`config.mk`:
```
export PLATFORM = sky130hd
export DESIGN_NAME = itc_control_decode
export DESIGN_NICKNAME = d
export VERILOG_FILES = /design/src/design/itc_pkg.sv /design/src/design/itc_control_decode.sv
export SDC_FILE = /design/constraint.sdc
export NUM_CORES = 1
export LEC_CHECK = 0
export BUFFER_PORTS_ARGS = -buffer_cell sky130_fd_sc_hd__buf_2
export CORE_AREA = 2 2 146 105
export DETAILED_ROUTE_END_ITERATION = 10
export DIE_AREA = 0 0 148 107
export GPL_TIMING_DRIVEN = 0
export PLACE_DENSITY = 0.78
export REMOVE_ABC_BUFFERS = 1
export SETUP_SLACK_MARGIN = 0.2
export SYNTH_ARGS = -nofsm -noshare
export SYNTH_HDL_FRONTEND = slang
export SYNTH_SLANG_ARGS = --single-unit
```
`constraint.sdc`:
```
create_clock -name clk_sys_in -period 6.3 [get_ports clk_sys_in]
set_clock_uncertainty 0.2 [all_clocks]
set_input_delay 1.26 -clock clk_sys_in [delete_from_list [all_inputs] [get_ports clk_sys_in]]
set_output_delay 1.26 -clock clk_sys_in [all_outputs]
set_load 0.01 [all_outputs]
```
`src/design/itc_pkg.sv`:
```
// Constants and types for the interval timer control-word decoder
package itc_pkg;
  localparam logic [7:0] PORT_CNT0 = 8'h40;
  localparam logic [7:0] PORT_CTRL = 8'h43;
  localparam int NUM_CNT = 3;
  localparam int CW_SEL_HI = 7;
  localparam int CW_SEL_LO = 6;
  localparam int CW_RW_HI = 5;
  localparam int CW_RW_LO = 4;
  localparam int CW_MODE_HI = 3;
  localparam int CW_MODE_LO = 1;
  localparam int CW_BCD = 0;
  localparam int RB_LATCH_CNT = 5;
  localparam int RB_LATCH_STAT = 4;
  localparam int RB_SEL0 = 1;
  localparam logic [1:0] SEL_READBACK = 2'h3;
  localparam logic [1:0] RW_LATCH = 2'h0;
  localparam logic [1:0] RW_LSB = 2'h1;
  localparam logic [1:0] RW_MSB = 2'h2;
  localparam logic [1:0] RW_BOTH = 2'h3;
  localparam logic [15:0] MAX_BIN_COUNT = 16'h0000;
  localparam logic [15:0] MAX_BCD_COUNT = 16'h0000;
  localparam logic [7:0] STATUS_RESET = 8'h00;
  localparam logic [7:0] UNMAPPED_READ = 8'h00;

  typedef enum logic [2:0] {
    ITC_MODE_TC_OUT = 3'h0,
    ITC_MODE_ONESHOT = 3'h1,
    ITC_MODE_RATE = 3'h2,
    ITC_MODE_SQUARE = 3'h3,
    ITC_MODE_SW_STROBE = 3'h4,
    ITC_MODE_HW_STROBE = 3'h5
  } itc_mode_t;

  typedef struct packed {
    logic [1:0] rw;
    logic [2:0] mode_raw;
    logic bcd;
  } itc_ctrl_t;

  typedef struct packed {
    itc_ctrl_t ctrl;
    itc_mode_t mode;
  } itc_cfg_t;
endpackage

```
`src/design/itc_control_decode.sv`:
```
// Control word decode, count latch, read-back and port read sequencing for three counters
module itc_control_decode #(
  parameter int CNT_W = 16
) (
  input wire logic clk_sys_in,
  input wire logic arst_n_in,
  input wire logic [7:0] io_addr_in,
  input wire logic io_wr_in,
  input wire logic io_rd_in,
  input wire logic [7:0] io_wdata_in,
  output logic [7:0] io_rdata_out,
  output logic io_rvalid_out,
  input wire logic [itc_pkg::NUM_CNT-1:0][CNT_W-1:0] ce_count_in,
  input wire logic [itc_pkg::NUM_CNT-1:0] ce_out_in,
  input wire logic [itc_pkg::NUM_CNT-1:0] ce_loaded_in,
  output itc_pkg::itc_cfg_t [itc_pkg::NUM_CNT-1:0] cfg_out,
  output logic [itc_pkg::NUM_CNT-1:0][CNT_W-1:0] count_holding_register_out,
  output logic [itc_pkg::NUM_CNT-1:0] cr_load_out,
  output logic [itc_pkg::NUM_CNT-1:0] counter_out_out
);
  logic rst_sync1_reg;
  logic rst_n_reg;
  logic cw_wr;
  logic is_readback;
  logic [itc_pkg::NUM_CNT-1:0] port_wr;
  logic [itc_pkg::NUM_CNT-1:0] port_rd;
  logic [itc_pkg::NUM_CNT-1:0][7:0] rd_byte;
  logic [7:0] rdata_next;

  // Reset released through two flops so every flop leaves reset on the same edge
  always_ff @(posedge clk_sys_in or negedge arst_n_in)
  begin
    if (!arst_n_in)
    begin
      rst_sync1_reg <= 1'b0;
      rst_n_reg <= 1'b0;
    end
    else
    begin
      rst_sync1_reg <= 1'b1;
      rst_n_reg <= rst_sync1_reg;
    end
  end

  assign cw_wr = io_wr_in && (io_addr_in == itc_pkg::PORT_CTRL);
  assign is_readback = io_wdata_in[itc_pkg::CW_SEL_HI:itc_pkg::CW_SEL_LO] == itc_pkg::SEL_READBACK;

  // Mode field with don't-care top bit for modes 2 and 3
  function automatic itc_pkg::itc_mode_t mode_decode(input logic [2:0] raw);
    itc_pkg::itc_mode_t m;
    m = itc_pkg::ITC_MODE_TC_OUT;
    case (raw)
      3'h0: m = itc_pkg::ITC_MODE_TC_OUT;
      3'h1: m = itc_pkg::ITC_MODE_ONESHOT;
      3'h2, 3'h6: m = itc_pkg::ITC_MODE_RATE;
      3'h3, 3'h7: m = itc_pkg::ITC_MODE_SQUARE;
      3'h4: m = itc_pkg::ITC_MODE_SW_STROBE;
      3'h5: m = itc_pkg::ITC_MODE_HW_STROBE;
      default: m = itc_pkg::ITC_MODE_TC_OUT;
    endcase
    return m;
  endfunction

  genvar i;
  generate
    for (i = 0; i < itc_pkg::NUM_CNT; i++)
    begin : g_cnt
      logic sel_hit;
      logic rb_hit;
      logic prog_wr;
      logic cnt_latch_req;
      logic stat_latch_req;
      logic cr_done;
      itc_pkg::itc_ctrl_t ctrl_reg;
      logic [CNT_W-1:0] cr_reg;
      logic [CNT_W-1:0] latch_val_reg;
      logic latch_full_reg;
      logic [7:0] status_reg;
      logic status_full_reg;
      logic null_reg;
      logic out_reg;
      logic wr_msb_reg;
      logic rd_msb_reg;
      logic load_pulse_reg;
      logic use_msb;

      assign port_wr[i] = io_wr_in && (io_addr_in == itc_pkg::PORT_CNT0 + 8'(i));
      assign port_rd[i] = io_rd_in && (io_addr_in == itc_pkg::PORT_CNT0 + 8'(i));
      assign sel_hit = io_wdata_in[itc_pkg::CW_SEL_HI:itc_pkg::CW_SEL_LO] == 2'(i);
      assign rb_hit = cw_wr && is_readback && io_wdata_in[itc_pkg::RB_SEL0 + i];
      assign prog_wr = cw_wr && sel_hit
        && (io_wdata_in[itc_pkg::CW_RW_HI:itc_pkg::CW_RW_LO] != itc_pkg::RW_LATCH);
      // Bit high latches, taken from the field descriptions for both bits
      assign cnt_latch_req = (cw_wr && sel_hit
        && io_wdata_in[itc_pkg::CW_RW_HI:itc_pkg::CW_RW_LO] == itc_pkg::RW_LATCH)
        || (rb_hit && io_wdata_in[itc_pkg::RB_LATCH_CNT]);
      assign stat_latch_req = rb_hit && io_wdata_in[itc_pkg::RB_LATCH_STAT];
      assign cr_done = port_wr[i] && ((ctrl_reg.rw != itc_pkg::RW_BOTH) || wr_msb_reg);
      assign use_msb = (ctrl_reg.rw == itc_pkg::RW_MSB) || ((ctrl_reg.rw == itc_pkg::RW_BOTH) && rd_msb_reg);

      // Control word per counter; undefined after reset, zero here for determinism
      always_ff @(posedge clk_sys_in or negedge rst_n_reg)
      begin
        if (!rst_n_reg)
          ctrl_reg <= '0;
        else if (prog_wr)
          ctrl_reg <= itc_pkg::itc_ctrl_t'({io_wdata_in[itc_pkg::CW_RW_HI:itc_pkg::CW_RW_LO],
            io_wdata_in[itc_pkg::CW_MODE_HI:itc_pkg::CW_MODE_LO], io_wdata_in[itc_pkg::CW_BCD]});
      end

      // Count holding register written through the data port in programmed byte order
      always_ff @(posedge clk_sys_in or negedge rst_n_reg)
      begin
        if (!rst_n_reg)
        begin
          cr_reg <= '0;
          wr_msb_reg <= 1'b0;
          load_pulse_reg <= 1'b0;
        end
        else
        begin
          load_pulse_reg <= cr_done;
          if (prog_wr)
            wr_msb_reg <= 1'b0;
          else if (port_wr[i])
          begin
            case (ctrl_reg.rw)
              itc_pkg::RW_MSB: cr_reg <= CNT_W'({io_wdata_in, 8'h00});
              itc_pkg::RW_BOTH:
              begin
                if (wr_msb_reg)
                  cr_reg[CNT_W-1:8] <= io_wdata_in[CNT_W-9:0];
                else
                  cr_reg <= CNT_W'(io_wdata_in);
                wr_msb_reg <= !wr_msb_reg;
              end
              default: cr_reg <= CNT_W'(io_wdata_in);
            endcase
          end
        end
      end

      // Null flag: set by programming or a fresh count, cleared when the counter takes it
      always_ff @(posedge clk_sys_in or negedge rst_n_reg)
      begin
        if (!rst_n_reg)
          null_reg <= 1'b0;
        else if (prog_wr || cr_done)
          null_reg <= 1'b1;
        else if (ce_loaded_in[i])
          null_reg <= 1'b0;
      end

      always_ff @(posedge clk_sys_in or negedge rst_n_reg)
      begin
        if (!rst_n_reg)
          out_reg <= 1'b0;
        else
          out_reg <= ce_out_in[i];
      end

      // Count latch; a pending latch blocks further latches until fully read or the counter is reprogrammed
      always_ff @(posedge clk_sys_in or negedge rst_n_reg)
      begin
        if (!rst_n_reg)
        begin
          latch_val_reg <= '0;
          latch_full_reg <= 1'b0;
        end
        else if (prog_wr)
          latch_full_reg <= 1'b0;
        else if (cnt_latch_req && !latch_full_reg)
        begin
          latch_val_reg <= ce_count_in[i];
          latch_full_reg <= 1'b1;
        end
        else if (port_rd[i] && !status_full_reg && latch_full_reg
          && ((ctrl_reg.rw != itc_pkg::RW_BOTH) || rd_msb_reg))
          latch_full_reg <= 1'b0;
      end

      // Status latch, read once before any latched count
      always_ff @(posedge clk_sys_in or negedge rst_n_reg)
      begin
        if (!rst_n_reg)
        begin
          status_reg <= itc_pkg::STATUS_RESET;
          status_full_reg <= 1'b0;
        end
        else if (prog_wr)
          status_full_reg <= 1'b0;
        else if (stat_latch_req && !status_full_reg)
        begin
          status_reg <= {out_reg, null_reg, ctrl_reg.rw, ctrl_reg.mode_raw, ctrl_reg.bcd};
          status_full_reg <= 1'b1;
        end
        else if (port_rd[i])
          status_full_reg <= 1'b0;
      end

      // Byte pointer for two-byte reads; only this counter's own reads and its programming move it
      always_ff @(posedge clk_sys_in or negedge rst_n_reg)
      begin
        if (!rst_n_reg)
          rd_msb_reg <= 1'b0;
        else if (prog_wr)
          rd_msb_reg <= 1'b0;
        else if (port_rd[i] && !status_full_reg && (ctrl_reg.rw == itc_pkg::RW_BOTH))
          rd_msb_reg <= !rd_msb_reg;
      end

      // Status first, then latched count, else the live count
      always_comb
      begin
        if (status_full_reg)
          rd_byte[i] = status_reg;
        else if (latch_full_reg)
          rd_byte[i] = use_msb ? latch_val_reg[CNT_W-1:8] : latch_val_reg[7:0];
        else
          rd_byte[i] = use_msb ? ce_count_in[i][CNT_W-1:8] : ce_count_in[i][7:0];
      end

      assign cfg_out[i] = {ctrl_reg, mode_decode(ctrl_reg.mode_raw)};
      assign count_holding_register_out[i] = cr_reg;
      assign cr_load_out[i] = load_pulse_reg;
      assign counter_out_out[i] = out_reg;
    end
  endgenerate

  always_comb
  begin
    rdata_next = itc_pkg::UNMAPPED_READ;
    for (int k = 0; k < itc_pkg::NUM_CNT; k++)
    begin
      if (port_rd[k])
        rdata_next = rd_byte[k];
    end
  end

  // Read data held in a flop; the control port is write-only and reads as zero
  always_ff @(posedge clk_sys_in or negedge rst_n_reg)
  begin
    if (!rst_n_reg)
    begin
      io_rdata_out <= 8'h00;
      io_rvalid_out <= 1'b0;
    end
    else
    begin
      io_rvalid_out <= io_rd_in;
      if (io_rd_in)
        io_rdata_out <= rdata_next;
    end
  end
endmodule

```
==> results of run 1 <==
==> power by group through the flow <==
stage	clock, uW	combinational [uW]	sequential (uW)
2_1_floorplan	0	42.2	1160
3_3_place_gp	0	116	1160
3_5_place_dp	0	141	1150
4_1_cts	1130	142	1130
5_1_grt	1180	153	1130
6_report	1120	141	1130
==> cells in the final DEF, fill, tap and decap left out, types with 5 or more instances in the layout <==
cell	instances
a22oi_1	8
nand2b_1	5
a21oi_1	16
clkbuf_16	17
nor2_1	26
a22o_1	16
o31ai_1	7
o21ai_0	44
mux2i_1	8
nor3_1	6
or3_1	6
nand2_1	103
inv_1	9
and3_1	6
dfrtp_1	169
nor2b_1	16
a31oi_1	10
mux2_2	83
mux4_2	16
nand3_1	14
a211o_1	6
o21bai_1	6
a2111o_1	8
buf_2	163
==> how the worst min path moves through the flow <==
stage / slack (ps) / cells past startpoint / endpoint
final: 90 / 0 / g_cnt[0].cr_reg[9]
after global routing: 120 / 0 / g_cnt[0].cr_reg[8]
after CTS: 100 / 0 / g_cnt[0].cr_reg[9]
after detailed placement: 90 / 0 / g_cnt[0].cr_reg[9]
after global placement: 140 / 0 / rst_n_reg
after floorplan: 130 / 0 / rst_n_reg
==> through the flow <==
stage	area [sq um]	setup WS [ps]	util (%)	total power (uW)
after detailed placement	8660	2220	60.0	1290
after global placement	8600	-452	59.6	1280
after floorplan	7540	1010	-	1200
after CTS	9290	2630	64.3	2400
after global routing	9290	2480	64.3	2460
final	9290	2640	64.3	2390
==> kinds of logic after synthesis <==
logic type	Yosys count	synth area share, %
simple gates	197	12.7
flops	170	54.7
compound gates	129	11.1
mux	108	17.8
buf+inv	55	3.38
xor+xnor	2	0.225
other cells	1	0.0482
==> per-layer routing <==
metal	up-vias	GRT usage, %
li1	2639	-
met4	0	8.30
met2	246	40.7
met5	-	0
met1	2976	34.8
met3	33	6.09
==> area by class of cell <==
type	count	area share [%]
flip-flops and latches	170	45.8
multi-input cells	437	35.0
repair buffers	165	9.37
clock buffers	19	4.77
well taps	195	2.63
clock inverters	13	2.03
inverters	9	0.363
==> metrics, run 1 <==
outcome=finished clean; reg2reg setup slack=3670 ps; Crit-path slowest cell=nor4b_4; Die Ht=107 um; Reg area=4260 sq um; Post-CTS Setup Bufs=0; Crit path max-delay family=simple AND/OR/NAND/NOR gates; # setup viols final=0; Synth Register Bits=170; post-synth top area share=54.7%; first-pass GRT wire length=31100 um; CP Max Fanout=10; Worst-Margin Slew=1160 ps; I/O pin total=164; critical path class=primary input to flop; Max VDD drop=0.000166 V; largest net degree at the start of global routing=76; root buf cell=clkbuf_16; Nets=874; drt total wl=19700 um; DRC viols=0; Iter 0 DRT Violations=445; fillers=1136; Clock Tree Buf Depth=2; Slew headroom=22.0%; startpoint types=primary input; post-synthesis sequential area ratio=54.7%; final worst path period share=58.1%; leading cell types by count after synthesis=dfrtp_1, nand2_1, mux2_2; worst r2r src=cfg_out[16]; Critical Path Max Stage Delay=690 ps; Syn Area/Cell=11.7 sq um; Clock transition at path regs=70 ps; CP cell instances=buf_2 -> nor4_4 -> nor4b_4 -> nand4_4 -> nor3b_4 -> mux2_2; cell taking the most area after synthesis=dfrtp_1; Critical Path AT=3760 ps; final std cells w/o fill=1008; post-CTS resize count=0; TritonRoute pass-1 iters=4; DR top layer=met4; setup TNS=0 ps; Port Buf Inserts=163; M1 WL=8590 um; Max Slew Vio Count=0; cells on worst reg2reg path=5; P_sw=542 uW; RSZ-0062 raised after global routing=no; vias in the first global route=5985; core area=14400 sq um; internal power=1850 uW; Horiz. Die Dim=148 um; worst reg2reg endpoint=io_rdata_out[2]; layout cells sized above 1=37.5%; Die Area=15800 sq um; Hold Buf Count CTS=0; Static Leakage=0.00469 uW; footprint of the multi-input gates=3260 sq um; Yosys warnings=0; most numerous cell in the Yosys netlist=dfrtp_1; max_cap viols=0; Critical path destination=g_cnt[1].status_reg[0]; Tmin final=3660 ps; vias=5894; Fin. Hold Viols=0; Setup crit end kind=flop; clock network fraction of total power=46.9%; gpl congestion=0.771; Min-Delay Path Class=flop to async pin; via/cell ratio=5.85; f_max=273 MHz; cts bufs inserted=17; clk_lat worst skew=420 ps; CP required=6400 ps; ant diodes=0; Initial Utilization=53.8%; TritonCTS clock tree=done; ranking of synthesized cells by area=dfrtp_1, mux2_2, nand2_1; per-cell routed wire length=19.6 um; Power Dens Cells=257 nW/um^2; Clock H-tree levels=4; Combinational Power Share=5.9%; Crit path buffers/inverters=1; initial antenna violation count=0; Area growth, synth to finish=19.6%; commonest register cell after synthesis=dfrtp_1; Cell Area, Synth=7770 sq um; asr flop ratio synth=100%; Levels on crit path=6; Placed Instances=976; Cells after Synth=662; number of flops mapped to enable cells by yosys=0; WL met2=9430 um; library cells used by synthesis=44; Final ANT Viol Nets=0; Total GRT Usage=25.5%; Row Count=37; CP Launch Point=io_addr_in[3]; CTS sink count=170; switch share=22.7%; Reg power frac=47.2%; metal3 WL=1390 um; remaining global-route overflow=0; Hold WS=85.2 ps; Final HPWL DP=14000 um
(Power assumes the default switching activity.)
==> inputs of run 2 (changes only) <==
Clock period 6.3 ns to 3.6 ns, I/O delays scaled along.
==> run 2 against run 1 <==
Critical path depth stayed put. Register-to-register slack worse by 2700 ps. First-iteration DRC count is 4.5% higher. Utilization is 0.069 points higher. Non-clock buffer count is 1 higher. Clock power is 76% higher. Sequential share of layout area hardly changed. Sequential cell count stayed put. Worst setup slack worse by 2200 ps. Cell count hardly changed. Clock-buffer cell count stayed put. Highest routed layer unchanged.
==> metrics, run 2 (same netlist as run 1, synthesis figures left out) <==
outcome=finished clean; root buf cell=clkbuf_16; initial antenna violation count=0 (unchanged); final worst path period share=86.9%; Hold WS=88.2 ps (+3.00 ps); Max Slew Vio Count=0 (unchanged); Area growth, synth to finish=19.7%; cts bufs inserted=17 (unchanged); vias=5886 (-0.14%); Clock Tree Buf Depth=2 (unchanged); CP required=3700 ps (-2700 ps); remaining global-route overflow=0 (unchanged); first-pass GRT wire length=31100 um (unchanged); Post-CTS Setup Bufs=0 (unchanged); layout cells sized above 1=37.5% (-0.046 points); CP Max Fanout=10 (unchanged); Max VDD drop=0.000292 V (+75%); post-CTS resize count=0 (unchanged); Clock transition at path regs=70 ps (about the same); TritonRoute pass-1 iters=4 (unchanged); Nets=875 (+0.11%); vias in the first global route=5985 (unchanged); fin worst setup slack=471 ps (-2170 ps); Die Ht=107 um (unchanged); CTS sink count=170 (unchanged); DRC viols=0 (unchanged); Critical Path AT=3230 ps (-530 ps); drt total wl=19700 um (about the same); Iter 0 DRT Violations=465 (+4.5%); RSZ-0062 raised after global routing=no; TritonCTS clock tree=done; Final HPWL DP=14000 um (unchanged); gpl congestion=0.771 (unchanged); Port Buf Inserts=163 (unchanged); largest net degree at the start of global routing=76 (unchanged); Final ANT Viol Nets=0 (unchanged); Die Area=15800 sq um (unchanged); f_max=320 MHz; Placed Area=8660 sq um (unchanged); critical path class=primary input to flop; max_cap viols=0 (unchanged); most common cell after layout, fill and taps aside=dfrtp_1; Total GRT Usage=25.5% (unchanged); Tot Pwr=4180 uW (+75%); Tmin final=3130 ps; # setup viols final=0 (unchanged); per-cell routed wire length=19.6 um (about the same); Worst-Margin Slew=1180 ps (+21.4 ps); most frequent cells in the layout=dfrtp_1, buf_2, nand2_1; Hold Buf Count CTS=1 (+1); Layout Cell Area excl Fill=9300 sq um (+0.11%); core area=14400 sq um (unchanged); startpoint types=primary input; pre-CTS WS=59.7 ps (-2160 ps); clk_lat worst skew=420 ps (about the same); Clock H-tree levels=4 (unchanged); Horiz. Die Dim=148 um (unchanged); ant diodes=0 (unchanged); Row Count=37 (unchanged); setup TNS=0 ps (unchanged); Min-Delay Path Class=flop to async pin; Static Leakage=0.00469 uW (about the same); Setup crit end kind=flop; Initial Utilization=53.8% (unchanged); Power Dens Cells=450 nW/um^2 (+75%); Slew headroom=20.5% (-1.4 points); via/cell ratio=5.83 (-0.23%); Fin. Hold Viols=0 (unchanged); I/O pin total=164 (unchanged)
## run 2: changes by cell type in the layout (fill, tap and decap cells not counted), sizes merged
cell	before	now
dlygate4sd3	0	1
## run 2: layout make-up
class,count,area [sq um]
Fill cell,1135,5140
Sequential cell,170,4260
Multi-Input combinational cell,437,3260
Timing Repair Buffer,166,881
Clock buffer,19,443
Tap cell,195,244
Clock inverter,13,189
Inverter,9,33.8
## run 2: critical path: stages
cell and delay (ps):
buf_2 120, nor4_4 530, nor4b_4 690, nand4_4 250, nor3b_4 510, mux2_2 400
## run 2: worst paths after layout
path | from | end | slack (ps) | depth (start not counted)
worst max-delay path | io_addr_in[3] | g_cnt[0].status_reg[4] | 470 | 6
worst min-delay path | rst_n_reg | g_cnt[0].cr_reg[1] | 90 | 0
worst max register to register | cfg_out[16] | io_rdata_out[2] | 950 | 5
worst min register to register | rst_n_reg | g_cnt[0].cr_reg[1] | 90 | 0
max in group asynchronous | rst_n_reg | g_cnt[2].latch_val_reg[3] | 2390 | 1
min in group clk_sys_in | rst_sync1_reg | rst_n_reg | 160 | 0
## run 2: power breakdown
group / switching, uW / leakage, uW / internal [uW]
logic: 147 / 0.00204 / 101
clock network: 776 / 0.000305 / 1190
registers: 29.4 / 0.00234 / 1940
## run 2: through the flow
stage | cells | util (%)
3_5_place_dp | 976 | 60.0
6_report | 1009 | 64.4
3_3_place_gp | 974 | 59.6
4_1_cts | 1009 | 64.4
2_1_floorplan | 616 | -
5_1_grt | 1009 | 64.4
## run 2: routing by layer
layer	global-route usage [%]	part of all wire, %	up-vias
met5	0	0	-
met4	8.30	1.6	0
met3	6.09	7.3	31
met2	40.7	48	257
met1	34.8	43	2959
li1	-	-	2639
